==> config.mk <==
export PLATFORM = sky130hd
export DESIGN_NAME = motor_brake_sequencer
export DESIGN_NICKNAME = d
export VERILOG_FILES = /design/src/brake_pkg.sv /design/src/brake_if.sv /design/src/brake_regs.sv /design/src/hold_timer.sv /design/src/motor_brake_sequencer.sv
export SDC_FILE = /design/constraint.sdc
export NUM_CORES = 1
export LEC_CHECK = 0
export BUFFER_PORTS_ARGS = -buffer_cell sky130_fd_sc_hd__buf_2
export CAP_MARGIN = 25
export CORE_MARGIN = 3
export CORE_UTILIZATION = 60
export CTS_BUF_LIST = sky130_fd_sc_hd__clkbuf_8
export CTS_CLUSTER_SIZE = 8
export DETAILED_ROUTE_END_ITERATION = 12
export GPL_TIMING_DRIVEN = 0
export PLACE_DENSITY_LB_ADDON = 0.1
export SETUP_SLACK_MARGIN = 0.15
export SLEW_MARGIN = 20
export SYNTH_ARGS = -nofsm -noshare
export SYNTH_HDL_FRONTEND = slang
export SYNTH_SLANG_ARGS = --single-unit
==> constraint.sdc <==
create_clock -name clock -period 5.25 [get_ports clock]
set_clock_uncertainty 0.1 [all_clocks]
set_input_delay 0.7875 -clock clock [delete_from_list [all_inputs] [get_ports clock]]
set_output_delay 0.7875 -clock clock [all_outputs]
set_load 0.01 [all_outputs]
==> src/brake_pkg.sv <==
// Shared constants and types of the motor brake sequencer
package brake_pkg;
	//==========================================================
	// Widths
	localparam int ADDR_W = 8;
	localparam int DATA_W = 32;
	localparam int FREQ_W = 16;
	localparam int CUR_W = 11;
	localparam int DLY_W = 10;
	localparam int SEL_W = 5;
	localparam int MODE_W = 2;
	localparam int STATE_W = 3;
	//==========================================================
	// Register offsets
	localparam logic [ADDR_W-1:0] OFS_MODE = 8'h00;
	localparam logic [ADDR_W-1:0] OFS_RELAY_SEL = 8'h04;
	localparam logic [ADDR_W-1:0] OFS_OUT2_SEL = 8'h08;
	localparam logic [ADDR_W-1:0] OFS_REL_CUR = 8'h0c;
	localparam logic [ADDR_W-1:0] OFS_REL_DLY = 8'h10;
	localparam logic [ADDR_W-1:0] OFS_FWD_FREQ = 8'h14;
	localparam logic [ADDR_W-1:0] OFS_REV_FREQ = 8'h18;
	localparam logic [ADDR_W-1:0] OFS_ENG_DLY = 8'h1c;
	localparam logic [ADDR_W-1:0] OFS_ENG_FREQ = 8'h20;
	localparam logic [ADDR_W-1:0] OFS_STATUS = 8'h24;
	//==========================================================
	// Status word fields
	localparam int STAT_RELEASED = 0;
	localparam int STAT_ENABLED = 1;
	localparam int STAT_STATE_LSB = 4;
	//==========================================================
	// Encodings and values after reset
	localparam logic [MODE_W-1:0] MODE_VF_STEADY = 2'h0;
	localparam logic [MODE_W-1:0] MODE_RST = 2'h1;
	localparam logic [SEL_W-1:0] FUNC_BRAKE = 5'h13;
	localparam logic [SEL_W-1:0] FUNC_RST = 5'h11;
	// Current in 0.1 %, delays in 0.01 s, frequencies in 0.01 Hz
	localparam logic [CUR_W-1:0] CUR_RST = 11'h1f4;
	localparam logic [CUR_W-1:0] CUR_MAX = 11'h708;
	localparam logic [DLY_W-1:0] DLY_RST = 10'h064;
	localparam logic [DLY_W-1:0] DLY_MAX = 10'h3e8;
	localparam logic [FREQ_W-1:0] REL_FREQ_RST = 16'h0064;
	localparam logic [FREQ_W-1:0] ENG_FREQ_RST = 16'h00c8;
	//==========================================================
	// Timing
	localparam int CLK_PERIOD_NS = 10;
	localparam int DLY_STEP_MS = 10;
	localparam int DLY_TICK_CYCLES =
		(DLY_STEP_MS * 1000000 + CLK_PERIOD_NS - 1) / CLK_PERIOD_NS;
	//==========================================================
	// Sequencer states
	typedef enum logic [STATE_W-1:0] {
		ST_IDLE, ST_ACCEL, ST_CURRENT, ST_RELEASE,
		ST_RUN, ST_DECEL, ST_ENGAGE, ST_ZERO
	} seq_state_e;
endpackage : brake_pkg

==> src/brake_if.sv <==
// Interfaces between the sequencer, its settings and its hold timer
`timescale 1ns/1ps
interface brake_cfg_if;
	import brake_pkg::*;
	logic [MODE_W-1:0] drive_control_mode_code;
	logic [SEL_W-1:0] relay_function_select;
	logic [SEL_W-1:0] output2_function_select;
	logic [CUR_W-1:0] brake_release_current_level;
	logic [DLY_W-1:0] brake_release_hold_delay;
	logic [FREQ_W-1:0] forward_release_frequency;
	logic [FREQ_W-1:0] reverse_release_frequency;
	logic [DLY_W-1:0] brake_engage_hold_delay;
	logic [FREQ_W-1:0] brake_engage_frequency;
	logic [STATE_W-1:0] state_code;
	logic released;
	logic enabled;
	modport regs (output drive_control_mode_code, relay_function_select,
		output2_function_select, brake_release_current_level,
		brake_release_hold_delay, forward_release_frequency,
		reverse_release_frequency, brake_engage_hold_delay,
		brake_engage_frequency, input state_code, released, enabled);
	modport seq (input drive_control_mode_code, relay_function_select,
		output2_function_select, brake_release_current_level,
		brake_release_hold_delay, forward_release_frequency,
		reverse_release_frequency, brake_engage_hold_delay,
		brake_engage_frequency, output state_code, released, enabled);
endinterface : brake_cfg_if

interface delay_timer_if;
	import brake_pkg::*;
	logic start;
	logic [DLY_W-1:0] steps;
	logic done;
	modport timer (input start, steps, output done);
	modport seq (output start, steps, input done);
endinterface : delay_timer_if

==> src/brake_regs.sv <==
// Settings and status registers of the brake sequencer
`timescale 1ns/1ps
module brake_regs (
	input wire logic clock,
	input wire logic sys_rst,
	input wire logic ce,
	input wire logic [brake_pkg::ADDR_W-1:0] addr,
	input wire logic [brake_pkg::DATA_W-1:0] wr_data,
	input wire logic wr_en,
	input wire logic rd_en,
	output logic [brake_pkg::DATA_W-1:0] rd_data,
	brake_cfg_if.regs cfg
);
	import brake_pkg::*;
	logic [DATA_W-1:0] status_w;

	// Out-of-range current and delay settings saturate rather than wrap
	function automatic logic [DATA_W-1:0] sat(input logic [DATA_W-1:0] v,
		input logic [DATA_W-1:0] lim);
		sat = (v > lim) ? lim : v;
	endfunction : sat

	always_comb
	begin
		status_w = '0;
		status_w[STAT_RELEASED] = cfg.released;
		status_w[STAT_ENABLED] = cfg.enabled;
		status_w[STAT_STATE_LSB +: STATE_W] = cfg.state_code;
	end

	//==========================================================
	// Setting writes
	always_ff @(posedge clock)
	begin
		if (sys_rst)
		begin
			cfg.drive_control_mode_code <= MODE_RST;
			cfg.relay_function_select <= FUNC_RST;
			cfg.output2_function_select <= FUNC_RST;
			cfg.brake_release_current_level <= CUR_RST;
			cfg.brake_release_hold_delay <= DLY_RST;
			cfg.forward_release_frequency <= REL_FREQ_RST;
			cfg.reverse_release_frequency <= REL_FREQ_RST;
			cfg.brake_engage_hold_delay <= DLY_RST;
			cfg.brake_engage_frequency <= ENG_FREQ_RST;
		end
		else if (ce && wr_en)
		begin
			case (addr)
				OFS_MODE: cfg.drive_control_mode_code <= wr_data[MODE_W-1:0];
				OFS_RELAY_SEL: cfg.relay_function_select <= wr_data[SEL_W-1:0];
				OFS_OUT2_SEL: cfg.output2_function_select <= wr_data[SEL_W-1:0];
				OFS_REL_CUR: cfg.brake_release_current_level <=
					CUR_W'(sat(wr_data, DATA_W'(CUR_MAX)));
				OFS_REL_DLY: cfg.brake_release_hold_delay <=
					DLY_W'(sat(wr_data, DATA_W'(DLY_MAX)));
				OFS_FWD_FREQ: cfg.forward_release_frequency <= wr_data[FREQ_W-1:0];
				OFS_REV_FREQ: cfg.reverse_release_frequency <= wr_data[FREQ_W-1:0];
				OFS_ENG_DLY: cfg.brake_engage_hold_delay <=
					DLY_W'(sat(wr_data, DATA_W'(DLY_MAX)));
				OFS_ENG_FREQ: cfg.brake_engage_frequency <= wr_data[FREQ_W-1:0];
				default: ;
			endcase
		end
	end

	//==========================================================
	// Read data, valid only in the cycle after the strobe
	always_ff @(posedge clock)
	begin
		if (sys_rst)
			rd_data <= '0;
		else if (ce)
		begin
			rd_data <= '0;
			if (rd_en)
			begin
				case (addr)
					OFS_MODE: rd_data <= DATA_W'(cfg.drive_control_mode_code);
					OFS_RELAY_SEL: rd_data <= DATA_W'(cfg.relay_function_select);
					OFS_OUT2_SEL: rd_data <= DATA_W'(cfg.output2_function_select);
					OFS_REL_CUR: rd_data <= DATA_W'(cfg.brake_release_current_level);
					OFS_REL_DLY: rd_data <= DATA_W'(cfg.brake_release_hold_delay);
					OFS_FWD_FREQ: rd_data <= DATA_W'(cfg.forward_release_frequency);
					OFS_REV_FREQ: rd_data <= DATA_W'(cfg.reverse_release_frequency);
					OFS_ENG_DLY: rd_data <= DATA_W'(cfg.brake_engage_hold_delay);
					OFS_ENG_FREQ: rd_data <= DATA_W'(cfg.brake_engage_frequency);
					OFS_STATUS: rd_data <= status_w;
					default: rd_data <= '0;
				endcase
			end
		end
	end
endmodule : brake_regs

==> src/hold_timer.sv <==
// Hold-delay timer counting in 10 ms steps
`timescale 1ns/1ps
module hold_timer #(
	parameter int TICK_CYCLES = brake_pkg::DLY_TICK_CYCLES
)(
	input wire logic clock,
	input wire logic sys_rst,
	input wire logic ce,
	delay_timer_if.timer tmr
);
	import brake_pkg::*;
	localparam int PRE_W = $clog2(TICK_CYCLES + 1);
	logic [PRE_W-1:0] pre_r;
	logic [DLY_W-1:0] left_r;
	logic busy_r;

	// Done comes steps*TICK_CYCLES+1 edges after start
	always_ff @(posedge clock)
	begin
		if (sys_rst)
		begin
			pre_r <= '0;
			left_r <= '0;
			busy_r <= 1'b0;
			tmr.done <= 1'b0;
		end
		else if (ce)
		begin
			tmr.done <= 1'b0;
			if (tmr.start)
			begin
				pre_r <= '0;
				left_r <= tmr.steps;
				busy_r <= 1'b1;
			end
			else if (busy_r && left_r == '0)
			begin
				busy_r <= 1'b0;
				tmr.done <= 1'b1;
			end
			else if (busy_r && pre_r == PRE_W'(TICK_CYCLES - 1))
			begin
				pre_r <= '0;
				left_r <= left_r - 1'b1;
			end
			else if (busy_r)
				pre_r <= pre_r + 1'b1;
		end
	end
endmodule : hold_timer

==> src/motor_brake_sequencer.sv <==
// Top of the external motor brake sequencer
//==========================================================
`timescale 1ns/1ps
module motor_brake_sequencer #(
	parameter int TICK_CYCLES = brake_pkg::DLY_TICK_CYCLES
)(
	input wire logic clock,
	input wire logic sys_rst,
	input wire logic ce,
	input wire logic [brake_pkg::ADDR_W-1:0] addr,
	input wire logic [brake_pkg::DATA_W-1:0] wr_data,
	input wire logic wr_en,
	input wire logic rd_en,
	output logic [brake_pkg::DATA_W-1:0] rd_data,
	input wire logic run_cmd,
	input wire logic reverse_cmd,
	input wire logic [brake_pkg::FREQ_W-1:0] out_freq,
	input wire logic [brake_pkg::CUR_W-1:0] motor_current,
	output logic relay_brake,
	output logic out2_brake,
	output logic freq_clamp_en,
	output logic [brake_pkg::FREQ_W-1:0] freq_clamp,
	output logic freq_hold,
	output logic freq_zero,
	output logic startup_inhibit
);
	import brake_pkg::*;

	brake_cfg_if cfg_bus();
	delay_timer_if tmr_bus();

	seq_state_e state_r;
	seq_state_e state_nxt;
	logic dir_r;
	logic dir_nxt;
	logic brake_en_w;
	logic release_nxt;
	logic [FREQ_W-1:0] rel_freq_w;
	logic relay_brake_r;
	logic out2_brake_r;
	logic freq_clamp_en_r;
	logic [FREQ_W-1:0] freq_clamp_r;
	logic freq_hold_r;
	logic freq_zero_r;
	logic startup_inhibit_r;

	function automatic logic sel_is_brake(input logic [SEL_W-1:0] sel);
		sel_is_brake = (sel == FUNC_BRAKE);
	endfunction : sel_is_brake

	//==========================================================
	// Submodules
	brake_regs u_regs (
		.clock(clock),
		.sys_rst(sys_rst),
		.ce(ce),
		.addr(addr),
		.wr_data(wr_data),
		.wr_en(wr_en),
		.rd_en(rd_en),
		.rd_data(rd_data),
		.cfg(cfg_bus.regs)
	);

	hold_timer #(
		.TICK_CYCLES(TICK_CYCLES)
	) u_timer (
		.clock(clock),
		.sys_rst(sys_rst),
		.ce(ce),
		.tmr(tmr_bus.timer)
	);

	//==========================================================
	// Enable and direction
	assign brake_en_w =
		(cfg_bus.drive_control_mode_code == MODE_VF_STEADY) &&
		(sel_is_brake(cfg_bus.relay_function_select) ||
		sel_is_brake(cfg_bus.output2_function_select));

	// Direction is frozen for the whole sequence once run starts
	assign dir_nxt = (state_r == ST_IDLE) ? reverse_cmd : dir_r;
	assign rel_freq_w = dir_nxt ? cfg_bus.reverse_release_frequency
		: cfg_bus.forward_release_frequency;

	//==========================================================
	// Sequence
	always_comb
	begin
		state_nxt = state_r;
		if (!brake_en_w)
			state_nxt = ST_IDLE;
		else
		begin
			case (state_r)
				ST_IDLE:
					state_nxt = run_cmd ? ST_ACCEL : ST_IDLE;
				ST_ACCEL:
					state_nxt = !run_cmd ? ST_ZERO
						: (out_freq >= rel_freq_w) ? ST_CURRENT : ST_ACCEL;
				ST_CURRENT:
					state_nxt = !run_cmd ? ST_ZERO
						: (motor_current >= cfg_bus.brake_release_current_level)
						? ST_RELEASE : ST_CURRENT;
				ST_RELEASE:
					state_nxt = !run_cmd ? ST_DECEL
						: tmr_bus.done ? ST_RUN : ST_RELEASE;
				ST_RUN:
					state_nxt = run_cmd ? ST_RUN : ST_DECEL;
				ST_DECEL:
					state_nxt = run_cmd ? ST_RUN
						: (out_freq <= cfg_bus.brake_engage_frequency)
						? ST_ENGAGE : ST_DECEL;
				ST_ENGAGE:
					state_nxt = tmr_bus.done ? ST_ZERO : ST_ENGAGE;
				ST_ZERO:
					state_nxt = (out_freq == '0) ? ST_IDLE : ST_ZERO;
				default:
					state_nxt = ST_IDLE;
			endcase
		end
	end

	// Brake is open only from release through deceleration
	assign release_nxt = (state_nxt == ST_RELEASE) ||
		(state_nxt == ST_RUN) || (state_nxt == ST_DECEL);

	// Delay starts on entry to either hold state
	assign tmr_bus.start = ce && (state_nxt != state_r) &&
		((state_nxt == ST_RELEASE) || (state_nxt == ST_ENGAGE));
	assign tmr_bus.steps = (state_nxt == ST_ENGAGE)
		? cfg_bus.brake_engage_hold_delay : cfg_bus.brake_release_hold_delay;

	always_ff @(posedge clock)
	begin
		if (sys_rst)
		begin
			state_r <= ST_IDLE;
			dir_r <= 1'b0;
		end
		else if (ce)
		begin
			state_r <= state_nxt;
			dir_r <= dir_nxt;
		end
	end

	//==========================================================
	// Output flops, decoded from the next state except the clamp value and startup inhibit
	always_ff @(posedge clock)
	begin
		if (sys_rst)
		begin
			relay_brake_r <= 1'b0;
			out2_brake_r <= 1'b0;
			freq_clamp_en_r <= 1'b0;
			freq_clamp_r <= REL_FREQ_RST;
			freq_hold_r <= 1'b0;
			freq_zero_r <= 1'b0;
			startup_inhibit_r <= 1'b0;
		end
		else if (ce)
		begin
			relay_brake_r <= release_nxt &&
				sel_is_brake(cfg_bus.relay_function_select);
			out2_brake_r <= release_nxt &&
				sel_is_brake(cfg_bus.output2_function_select);
			freq_clamp_en_r <= (state_nxt == ST_ACCEL) ||
				(state_nxt == ST_CURRENT);
			freq_clamp_r <= rel_freq_w;
			freq_hold_r <= (state_nxt == ST_CURRENT) ||
				(state_nxt == ST_RELEASE) || (state_nxt == ST_ENGAGE);
			freq_zero_r <= (state_nxt == ST_ZERO);
			startup_inhibit_r <= brake_en_w;
		end
	end

	assign relay_brake = relay_brake_r;
	assign out2_brake = out2_brake_r;
	assign freq_clamp_en = freq_clamp_en_r;
	assign freq_clamp = freq_clamp_r;
	assign freq_hold = freq_hold_r;
	assign freq_zero = freq_zero_r;
	assign startup_inhibit = startup_inhibit_r;

	assign cfg_bus.state_code = state_r;
	assign cfg_bus.released = relay_brake_r || out2_brake_r;
	assign cfg_bus.enabled = brake_en_w;

	// Cycles spent in the present state, for hold-time checks
	logic [39:0] dwell_r;
	always_ff @(posedge clock)
	begin
		if (sys_rst)
			dwell_r <= '0;
		else if (ce)
			dwell_r <= (state_nxt != state_r) ? '0 : dwell_r + 40'h1;
	end
endmodule : motor_brake_sequencer

Word-level counts from Yosys, hierarchy flattened
Cells that the tools add are included.
- $add $sub $neg: 2
- magnitude comparators: 5
- eq/ne operators: 28
- mux-type cells: 32
- reductions and logical operators: 36
- operators with widths (kind ; count):
    one-hot mux 16 bit (10 select lines) ; 1
    two-way mux 20 bit ; 4
    two-way mux 10 bit ; 5
    == test 8 x 5 -> 1 bit (second input constant) ; 4
    > comparator 32 x 10 -> 1 bit (second input constant) ; 1
    > comparator 32 x 11 -> 1 bit (second input constant) ; 1
    two-way mux 32 bit ; 1
    == test 3 bit (second input constant) ; 8
    one-hot mux 3 bit (8 select lines) ; 1
    adder 20 x 1 -> 20 bit (second input constant) ; 1
    == test 20 bit (second input constant) ; 1
    AND reduction 2 bit ; 10
    two-way mux 3 bit ; 6
    == test 8 x 4 -> 1 bit (second input constant) ; 2
    == test 8 x 6 -> 1 bit (second input constant) ; 2
    greater-or-equal comparator 16 bit ; 1
    less-or-equal comparator 16 bit ; 1
    logical NOT 16 bit ; 1
    two-way mux 16 bit ; 1
    == test 3 x 2 -> 1 bit (second input constant) ; 4
    greater-or-equal comparator 11 bit ; 1
    two-way mux 11 bit ; 1
    == test 5 bit (second input constant) ; 2
    logical NOT 10 bit ; 1
    15 further kinds ; 42
- flip-flop bits (word level): 181
- bits of input ports: 74
- output and inout bits: 54
- word-level logic and storage cells: 126

Depth between registers and ports, before layout
Gate-level depths: netlist of the first run.
- depth after elaboration: 13
- mapped depth: 19

Hierarchy
Synthesis of the first run repeated with hierarchy kept, for this count alone.
- cells, all modules: 1184
- area total of the unflattened synthesis: 9754.4 µm²
- modules (own cells, without submodules) (module ; times used ; cells each ; area an instance (µm²) ; seq. area each (µm²)):
    brake_regs ; 1 ; 654 ; 5381.4 ; 2142.1
    motor_brake_sequencer ; 1 ; 322 ; 2685.1 ; 520.5
    hold_timer ; 1 ; 208 ; 1687.9 ; 640.6

Worst setup path before layout of the first run
Ideal clock, no wire load.
- path type: reg2reg
- from: register state_r[0] (netlist: cfg_bus.state_code[0])
- to: register u_timer.left_r[9]
- arrival time: 4388 ps
- slack: 630 ps
- cell stages (with the launch flop): 20
- buffers on the path: 5
- period minus slack after synthesis: 4620 ps
- cell sequence: dfxtp_1 > buf_2 > or3_1 > mux2i_1 > buf_2 > mux2i_1 > ha_1 > and4_1 > a21oi_1 > nand4_1 > o31ai_2 > o21ai_1 > and2_1 > a221o_1 > buf_6 > and3_4 > buf_6 > buf_6 > a22oi_1 > a21oi_1
- cells in the longest elaborated chain, start to end: 13
- elaborated cells between the ends (all ways): 26
- those cells by class: 1 x order compare; 11 x eq/ne; 8 x mux; 6 x reduce/logical
- RTL lines (element ; line ; RTL):
    start: declaration ; motor_brake_sequencer.sv:32 ; seq_state_e state_r;
    start signal: assignment ; motor_brake_sequencer.sv:143 ; state_r <= state_nxt;
    logical NOT 3 bit ; motor_brake_sequencer.sv:82, motor_brake_sequencer.sv:95 ;
    two-way mux 1 bit ; motor_brake_sequencer.sv:82 ; assign dir_nxt = (state_r == ST_IDLE) ? reverse_cmd : dir_r;
    two-way mux 16 bit ; motor_brake_sequencer.sv:83 ; assign rel_freq_w = dir_nxt ? cfg_bus.reverse_release_frequency
    greater-or-equal comparator 16 bit ; motor_brake_sequencer.sv:100 ; : (out_freq >= rel_freq_w) ? ST_CURRENT : ST_ACCEL;
    two-way mux 2 bit ; motor_brake_sequencer.sv:100 ;
    two-way mux 3 bit ; motor_brake_sequencer.sv:99 ; state_nxt = !run_cmd ? ST_ZERO
    one-hot mux 3 bit (8 select lines) ; motor_brake_sequencer.sv:95 ; case (state_r)
    two-way mux 3 bit ; motor_brake_sequencer.sv:91 ; if (!brake_en_w)
    inequality test 3 bit (tied with other cells) ; n/a ;
    logical AND 1 bit or logical OR 1 bit (tied branches) ; motor_brake_sequencer.sv:129, motor_brake_sequencer.sv:130 ;
    logical AND 1 bit ; motor_brake_sequencer.sv:129 ; assign tmr_bus.start = ce && (state_nxt != state_r) &&
    inequality test 2 bit (no line) or nonzero test 2 bit (tied branches) ; n/a ;
    AND reduction 3 bit (no line) ; n/a ;
    end signal: assignment ; hold_timer.sv:33 ; left_r <= tmr.steps;
    end signal: assignment ; hold_timer.sv:44 ; left_r <= left_r - 1'b1;
    end: declaration ; hold_timer.sv:14 ; logic [DLY_W-1:0] left_r;
Parallel ways exist; a longest one is shown, timed or not.
A chain may end at the register's enable or synchronous reset.

Worst setup path in the final report of the first run
- from: register state_r[0] (netlist: cfg_bus.state_code[0])
- to: register u_timer.left_r[9]
- cells in the longest elaborated chain, start to end: 13
- elaborated cells between the ends (all ways): 26
- those cells by class: 1 x order compare; 11 x eq/ne; 8 x mux; 6 x reduce/logical
- RTL lines (element ; line ; RTL):
    logical NOT 3 bit * ; motor_brake_sequencer.sv:82 ;
    two-way mux 1 bit * ; motor_brake_sequencer.sv:82 ;
    two-way mux 16 bit * ; motor_brake_sequencer.sv:83 ;
    named net rel_freq_w[0] ; motor_brake_sequencer.sv:38 ; logic [FREQ_W-1:0] rel_freq_w;
    greater-or-equal comparator 16 bit * ; motor_brake_sequencer.sv:100 ;
    two-way mux 2 bit * ; motor_brake_sequencer.sv:100 ;
    two-way mux 3 bit * ; motor_brake_sequencer.sv:99 ;
    one-hot mux 3 bit (8 select lines) * ; motor_brake_sequencer.sv:95 ;
    two-way mux 3 bit * ; motor_brake_sequencer.sv:91 ;
    inequality test 3 bit (tied with other cells) ; n/a ;
    logical AND 1 bit or logical OR 1 bit (tied branches) ; motor_brake_sequencer.sv:129, motor_brake_sequencer.sv:130 ;
    logical AND 1 bit ; motor_brake_sequencer.sv:129 ;
    inequality test 2 bit (no line) or nonzero test 2 bit (tied branches) ; n/a ;
    AND reduction 3 bit (no line) ; n/a ;
The timed path passes the listed nets; every way through them passes the cells marked *.

==> impl_metrics.yaml, run 1 <==
cts:
  cts_buffers: 17
  root_buffer: "clkbuf_8"
  cts_sinks: 165
  clock_latency_ps: 490
  cts-hold-fix-buffers: 0
  clockBufferDepth: 2
  htree_levels: 4
  cts_tree: "yes"
  clk_pin_slew_ps: 90
sta:
  rsz0062_at_grt: "false"
  fmax_mhz: 206
  slew_viol_final: 0
  maxSlewHeadroom: 0.259
  fin_crit_ps: 4860
  hold_ws_ps: 364
  fin_crit_sh: 0.926
  hold_viol_final: 0
  worst_pin_slew_ps: 1110
  setup_violations: 0
cells_and_area:
  diodes: 0
  syn_to_final_growth_pct: 14.2
  final_common_cell: "nand2_1"
  fill_cells: 1278
  final_cell_mix: "178 x nand2_1, 165 x dfxtp_1, 137 x nor2_1, 113 x buf_2, 99 x a21oi_1"
  drive_gt1_frac: 0.151
  fin_nets: 1418
worst_setup_path:
  cp.required_ps: 5490
  crit_top_cell: "buf_6"
  r2r_cells: 19
  worstSetupPathType: "reg -> reg"
  slowest_stage: "or3_1"
  crit_path_end_kind: "flop"
  path_cells: "buf_2 > or3_1 > mux2i_4 > buf_4 > mux2_2 > ha_1 > nand2b_4 > a2111oi_4 > nor4_1 > o31ai_2 > o21ai_1 > and2_1 > a221o_1 > buf_6 > and3_4 > buf_6 > buf_6 > a22oi_1 > a21oi_1"
  cp.buffers_inverters: 5
  worst-path-stages: 19
  slowest_delay_ps: 520
  cp_top_family: "compound AO/OA/AOI/OAI gates"
  crit_path_max_fanout: 10
  worstPathArrival_ps: 5100
  crit-reg2reg-launch: "cfg_bus.state_code[0]"
  r2r-end: "u_timer.left_r[9]"
  crit_end: "u_timer.left_r[9]"
  start_kind: "flop"
  r2r_slack_ps: 390
  crit_start: "cfg_bus.state_code[0]"
flow_run:
  max-cap-violations: 0
logic_synthesis:
  netlist.area_leader.share: 0.361
  synthSimpleGateAreaFrac: 0.238
  synth_edf_count: 0
  synth_mux_area_frac: 0.0398
  async_flop_share: 0
  synth_top_family_by_area: "simple AND/OR/NAND/NOR gates"
  yosys.area_share.xor_xnor: 0.00657
  synth_seq_cells: 165
  synth-warning-count: 0
  mappedNetlistArea_um2: 9150
  avgSynthCellArea_um2: 7.89
  synthCells: 1159
  yosys.area.top_type: "dfxtp_1"
  synth_fa_ha_area_frac: 0.0616
  synthDistinctLibCells: 75
  synth_flop_cell: "dfxtp_1"
  synth_compound_area_frac: 0.229
  synthTopCellsByArea: "dfxtp_1 36%, nand2_1 7.3%, ha_1 6.2%"
  yosysSeqAreaShare: 0.361
run_status:
  outcome: "finished clean"
grt:
  grt_max_degree: 17
  grt-ovfl-total: 0
  antenna_found_initial: 0
  grt_usage: 0.362
  grt_pass1_wl_mm: 46.8
  grt_pass1_vias: 8561
floorplanning:
  core_area_um2: 14700
  ios: 128
  dieHeight_um: 129
  row_count: 44
  die-area_um2: 16800
  start_util: 0.622
  die_x_um: 129
routing:
  viasPerCell: 6.43
  first_iter_violations: 1521
  routed_wl_mm: 30.5
  drc_errors: 0
  num_vias: 9617
  detail_route.first_pass.iterations: 8
  wire_per_inst_um: 20.4
  ant_nets: 0
power:
  fin_total_pwr_mw: 2.51
  p_sw_frac: 0.271
  powerDensity_nw_per_um2: 240
  intPower_mw: 1.83
  peakVddDrop_mv: 0.232
  p_clk_frac: 0.414
  power_frac_seq: 0.503
  leakage_nw: 4.00
  p_sw_mw: 0.680
  pwr-share-comb: 0.083
placement:
  gp_congestion: 0.992
  dpl.hpwl_mm: 22.6
  portBuffers: 105
hold_path:
  worstHoldPathType: "reg -> reg"
  whs_path_depth: 2
-- Yosys cell counts, types with 3 or more instances --
library cell and count:
a211o_1 14, a211oi_1 26, a211oi_2 3, a21o_1 8
a21oi_1 99, a221o_1 6, a221oi_1 7, a222oi_1 8
a22o_1 8, a22oi_1 37, a31oi_1 18, and2_1 13
and3_1 14, and4_1 5, buf_2 9, buf_4 16
buf_6 3, clkbuf_1 66, dfxtp_1 165, ha_1 45
inv_1 34, mux2_2 11, mux2i_1 24, nand2_1 178
nand2b_1 9, nand3_1 21, nand3b_1 10, nand4_1 20
nor2_1 137, nor2b_1 7, nor3_1 15, nor4_1 13
o21ai_0 42, o21ai_1 4, o31ai_1 5, or3_1 4
or4_1 5, xor2_1 3
-- worst min path at each step --
stage | slack [ps] | endpoint | start
detailed placement | 350 | freq_hold | freq_hold
global placement | 350 | freq_clamp_en | freq_clamp_en
finish | 360 | freq_hold | freq_hold
CTS | 370 | freq_hold | freq_hold
global route | 390 | freq_hold | freq_hold
floorplan | 350 | u_regs.cfg.reverse_release_frequency[1] | u_regs.cfg.reverse_release_frequency[1]
-- layout make-up --
type                            count  area (um^2)  share of cell area
Multi-Input combinational cell    880         5350               0.513
Sequential cell                   165         3300               0.316
Timing Repair Buffer              106          533              0.0510
Buffer                             95          454              0.0435
Clock buffer                       18          248              0.0237
Tap cell                          184          230              0.0220
Clock inverter                     14          193              0.0185
Inverter                           34          128              0.0122
-- power groups by stage --
| stage | clock, mW | combinational, mW | sequential (mW) |
|---|---|---|---|
| after floorplan | 0 | 0.105 | 1.29 |
| after global placement | 0 | 0.195 | 1.29 |
| after detailed placement | 0 | 0.199 | 1.29 |
| after CTS | 1.03 | 0.201 | 1.26 |
| after global routing | 1.08 | 0.223 | 1.26 |
| final | 1.04 | 0.207 | 1.26 |
-- stage by stage --
stage	instances	setup TNS, ps	utilization	instance area, um^2	setup WS [ps]
after CTS	1496	0	0.709	10400	291
after floorplan	1174	0	-	9200	630
after detailed placement	1463	-5810	0.678	9960	-287
after global routing	1496	0	0.710	10400	231
after global placement	1463	-15360	0.677	9960	-577
final	1496	0	0.710	10400	390
-- registers in the layout, indices dropped and copies added, names as in the netlist, 2 cells and up --
signal	cells
cfg_bus.state_code	3
freq_clamp	16
u_regs.cfg.brake_engage_frequency	16
u_regs.cfg.brake_engage_hold_delay	10
u_regs.cfg.brake_release_current_level	11
u_regs.cfg.brake_release_hold_delay	10
u_regs.cfg.drive_control_mode_code	2
u_regs.cfg.forward_release_frequency	16
u_regs.cfg.output2_function_select	5
u_regs.cfg.relay_function_select	5
u_regs.cfg.reverse_release_frequency	16
u_regs.rd_data	16
u_timer.left_r	10
u_timer.pre_r	20
-- kinds of logic (layout without fill, tap and decap cells) --
kind of cell,after synthesis,after routing
simple gates,467,467
buf+inv,129,267
xor+xnor,6,6
mux,35,35
flops,165,165
other cells,1,16
compound gates,311,311
fa+ha+maj,45,45
-- metal layers --
metal,vias to the layer above,GRT usage,part of all wire
li1,4428,-,-
met1,4415,0.515,0.41
met2,669,0.546,0.43
met3,105,0.0775,0.12
met4,0,0.131,0.036
met5,-,0,0
-- worst register-to-register path, cell delays in order, from the launching register on --
cell       delay (ps)
dfxtp_1           340
buf_2             210
or3_1             530
mux2i_4           230
buf_4             240
mux2_2            420
ha_1              290
nand2b_4          150
a2111oi_4         330
nor4_1            100
o31ai_2           290
o21ai_1           160
and2_1            190
a221o_1           350
buf_6             150
and3_4            170
buf_6             120
buf_6             140
a22oi_1           140
a21oi_1            80
-- what timing repair did --
action / CTS / global route
gates resized for setup: 1 / 8
setup buffers: 1 / 0
setup endpoints to repair: 34 / 29
Power figures use the tool's default switching activity.
==> inputs of run 2 (changes only) <==
Settings changed: PLACE_DENSITY_LB_ADDON 0.1 to 0.12.
==> impl_metrics.yaml, run 2 (synthesized netlist as in run 1, its figures left out) <==
routing:
  first_iter_violations: 1285
  viasPerCell: 6.40
  routed_wl_mm: 29.9
  detail_route.first_pass.iterations: 5
  drc_errors: 0
  wire_per_inst_um: 20.0
  num_vias: 9573
  ant_nets: 0
hold_path:
  whs_path_depth: 2
  hold_end: "freq_zero"
  worstHoldPathType: "reg -> reg"
  hold_path.startpoint: "freq_zero"
cells_and_area:
  stdcell_count: 1496
  syn_to_final_growth_pct: 13.5
  final_cell_mix: "178 x nand2_1, 165 x dfxtp_1, 137 x nor2_1, 113 x buf_2, 99 x a21oi_1"
  diodes: 0
  largest_reg_flops: 20
  fill_cells: 1267
  fin_nets: 1418
  final_common_cell: "nand2_1"
  final_core_util: 0.706
  regMostFlops: "u_timer.pre_r"
  drive_gt1_frac: 0.149
floorplanning:
  dieHeight_um: 129
  die-area_um2: 16800
  ios: 128
  die_x_um: 129
  start_util: 0.622
  row_count: 44
  core_area_um2: 14700
worst_setup_path:
  crit_path_end_kind: "flop"
  worstSetupPathType: "reg -> reg"
  start_kind: "flop"
  r2r_slack_ps: 330
  crit_path_max_fanout: 10
  worstPathArrival_ps: 5140
  r2r_cells: 19
  crit-reg2reg-launch: "cfg_bus.state_code[0]"
  cp.required_ps: 5470
  r2r-end: "u_timer.left_r[9]"
grt:
  grt-ovfl-total: 0
  antenna_found_initial: 0
  grt_pass1_vias: 8617
  grt_usage: 0.355
  grt_pass1_wl_mm: 45.9
  grt_max_degree: 17
power:
  peakVddDrop_mv: 0.207
  fin_total_pwr_mw: 2.40
  leakage_nw: 3.99
  powerDensity_nw_per_um2: 231
cts:
  clock_latency_ps: 470
  root_buffer: "clkbuf_8"
  cts_sinks: 165
  cts_buffers: 17
  cts-hold-fix-buffers: 0
  htree_levels: 4
  clk_pin_slew_ps: 100
  clockBufferDepth: 2
  cts_tree: "yes"
run_status:
  outcome: "finished clean"
placement:
  dpl.hpwl_mm: 22.2
  placedCellCount: 1463
  gp_congestion: 0.997
  portBuffers: 105
sta:
  slew_viol_final: 0
  setup_violations: 0
  maxSlewHeadroom: 0.279
  rsz0062_at_grt: "true"
  fin_crit_ps: 4920
  fmax_mhz: 203
  hold_viol_final: 0
  worst_pin_slew_ps: 1080
  fin_crit_sh: 0.937
flow_run:
  max-cap-violations: 0
## run 2: what timing repair did
| item | CTS | global route |
|---|---|---|
| endpoints found under the setup margin | 34 | 29 |
| setup buffers | 1 | 0 |
| gates resized for setup | 2 | 5 |
| gates cloned | 0 | 0 |
## run 2: per-stage QoR
stage               hold slack (ps)  setup TNS (ps)  cell area (um^2)  setup WS, ps
floorplan                       346               0              9200           630
global placement                345          -16920              9960          -626
detailed placement              355           -6720              9960          -322
CTS                             370               0             10400           341
global route                    394               0             10400           145
finish                          366               0             10400           329
## run 2: per-layer routing
layer  vias to the layer above  part of all wire  GRT usage  wire [um]
li1                       4419                 -          -          -
met1                      4404              0.42      0.501      12400
met2                       641              0.42      0.523      12600
met3                       109              0.12     0.0849       3650
met4                         0             0.041      0.143       1220
met5                         -                 0          0          0
## run 2: cell type report
type / instances / area [um^2] / area share
tap: 184 / 230 / 0.0222
inverter: 34 / 128 / 0.0123
multi-input combinational: 880 / 5350 / 0.515
buffer: 95 / 454 / 0.0438
timing repair buffer: 106 / 533 / 0.0513
clock inverter: 14 / 139 / 0.0134
clock buffer: 18 / 248 / 0.0239
sequential: 165 / 3300 / 0.318
## run 2: worst max-delay path by stage
stage	end	from
after floorplan	u_timer.left_r[9]	cfg_bus.state_code[0]
after global placement	u_timer.left_r[9]	cfg_bus.state_code[1]
after detailed placement	u_timer.left_r[5]	cfg_bus.state_code[1]
after CTS	u_timer.left_r[9]	cfg_bus.state_code[1]
after global routing	u_timer.left_r[7]	cfg_bus.state_code[0]
final	u_timer.left_r[9]	cfg_bus.state_code[0]
## run 2: worst max-delay path, cell delays in order, from the launching register on
cell      delay (ps)
dfxtp_1          360
buf_2            220
or3_1            490
mux2i_4          220
buf_4            250
mux2i_1          470
ha_1             360
a21o_1           200
a21oi_1          190
nand4_1          140
o31ai_2          250
a21boi_1         170
nand3b_1         190
a221o_1          350
buf_6            150
and3_4           160
buf_6            130
buf_6            140
a22oi_1          140
a21oi_1           80
## run 2: where the power goes
part / internal [mW] / total, mW / switching, mW
clock: 0.402 / 0.926 / 0.524
combinational: 0.0722 / 0.208 / 0.135
sequential: 1.26 / 1.26 / 0.00396
total: 1.73 / 2.40 / 0.664
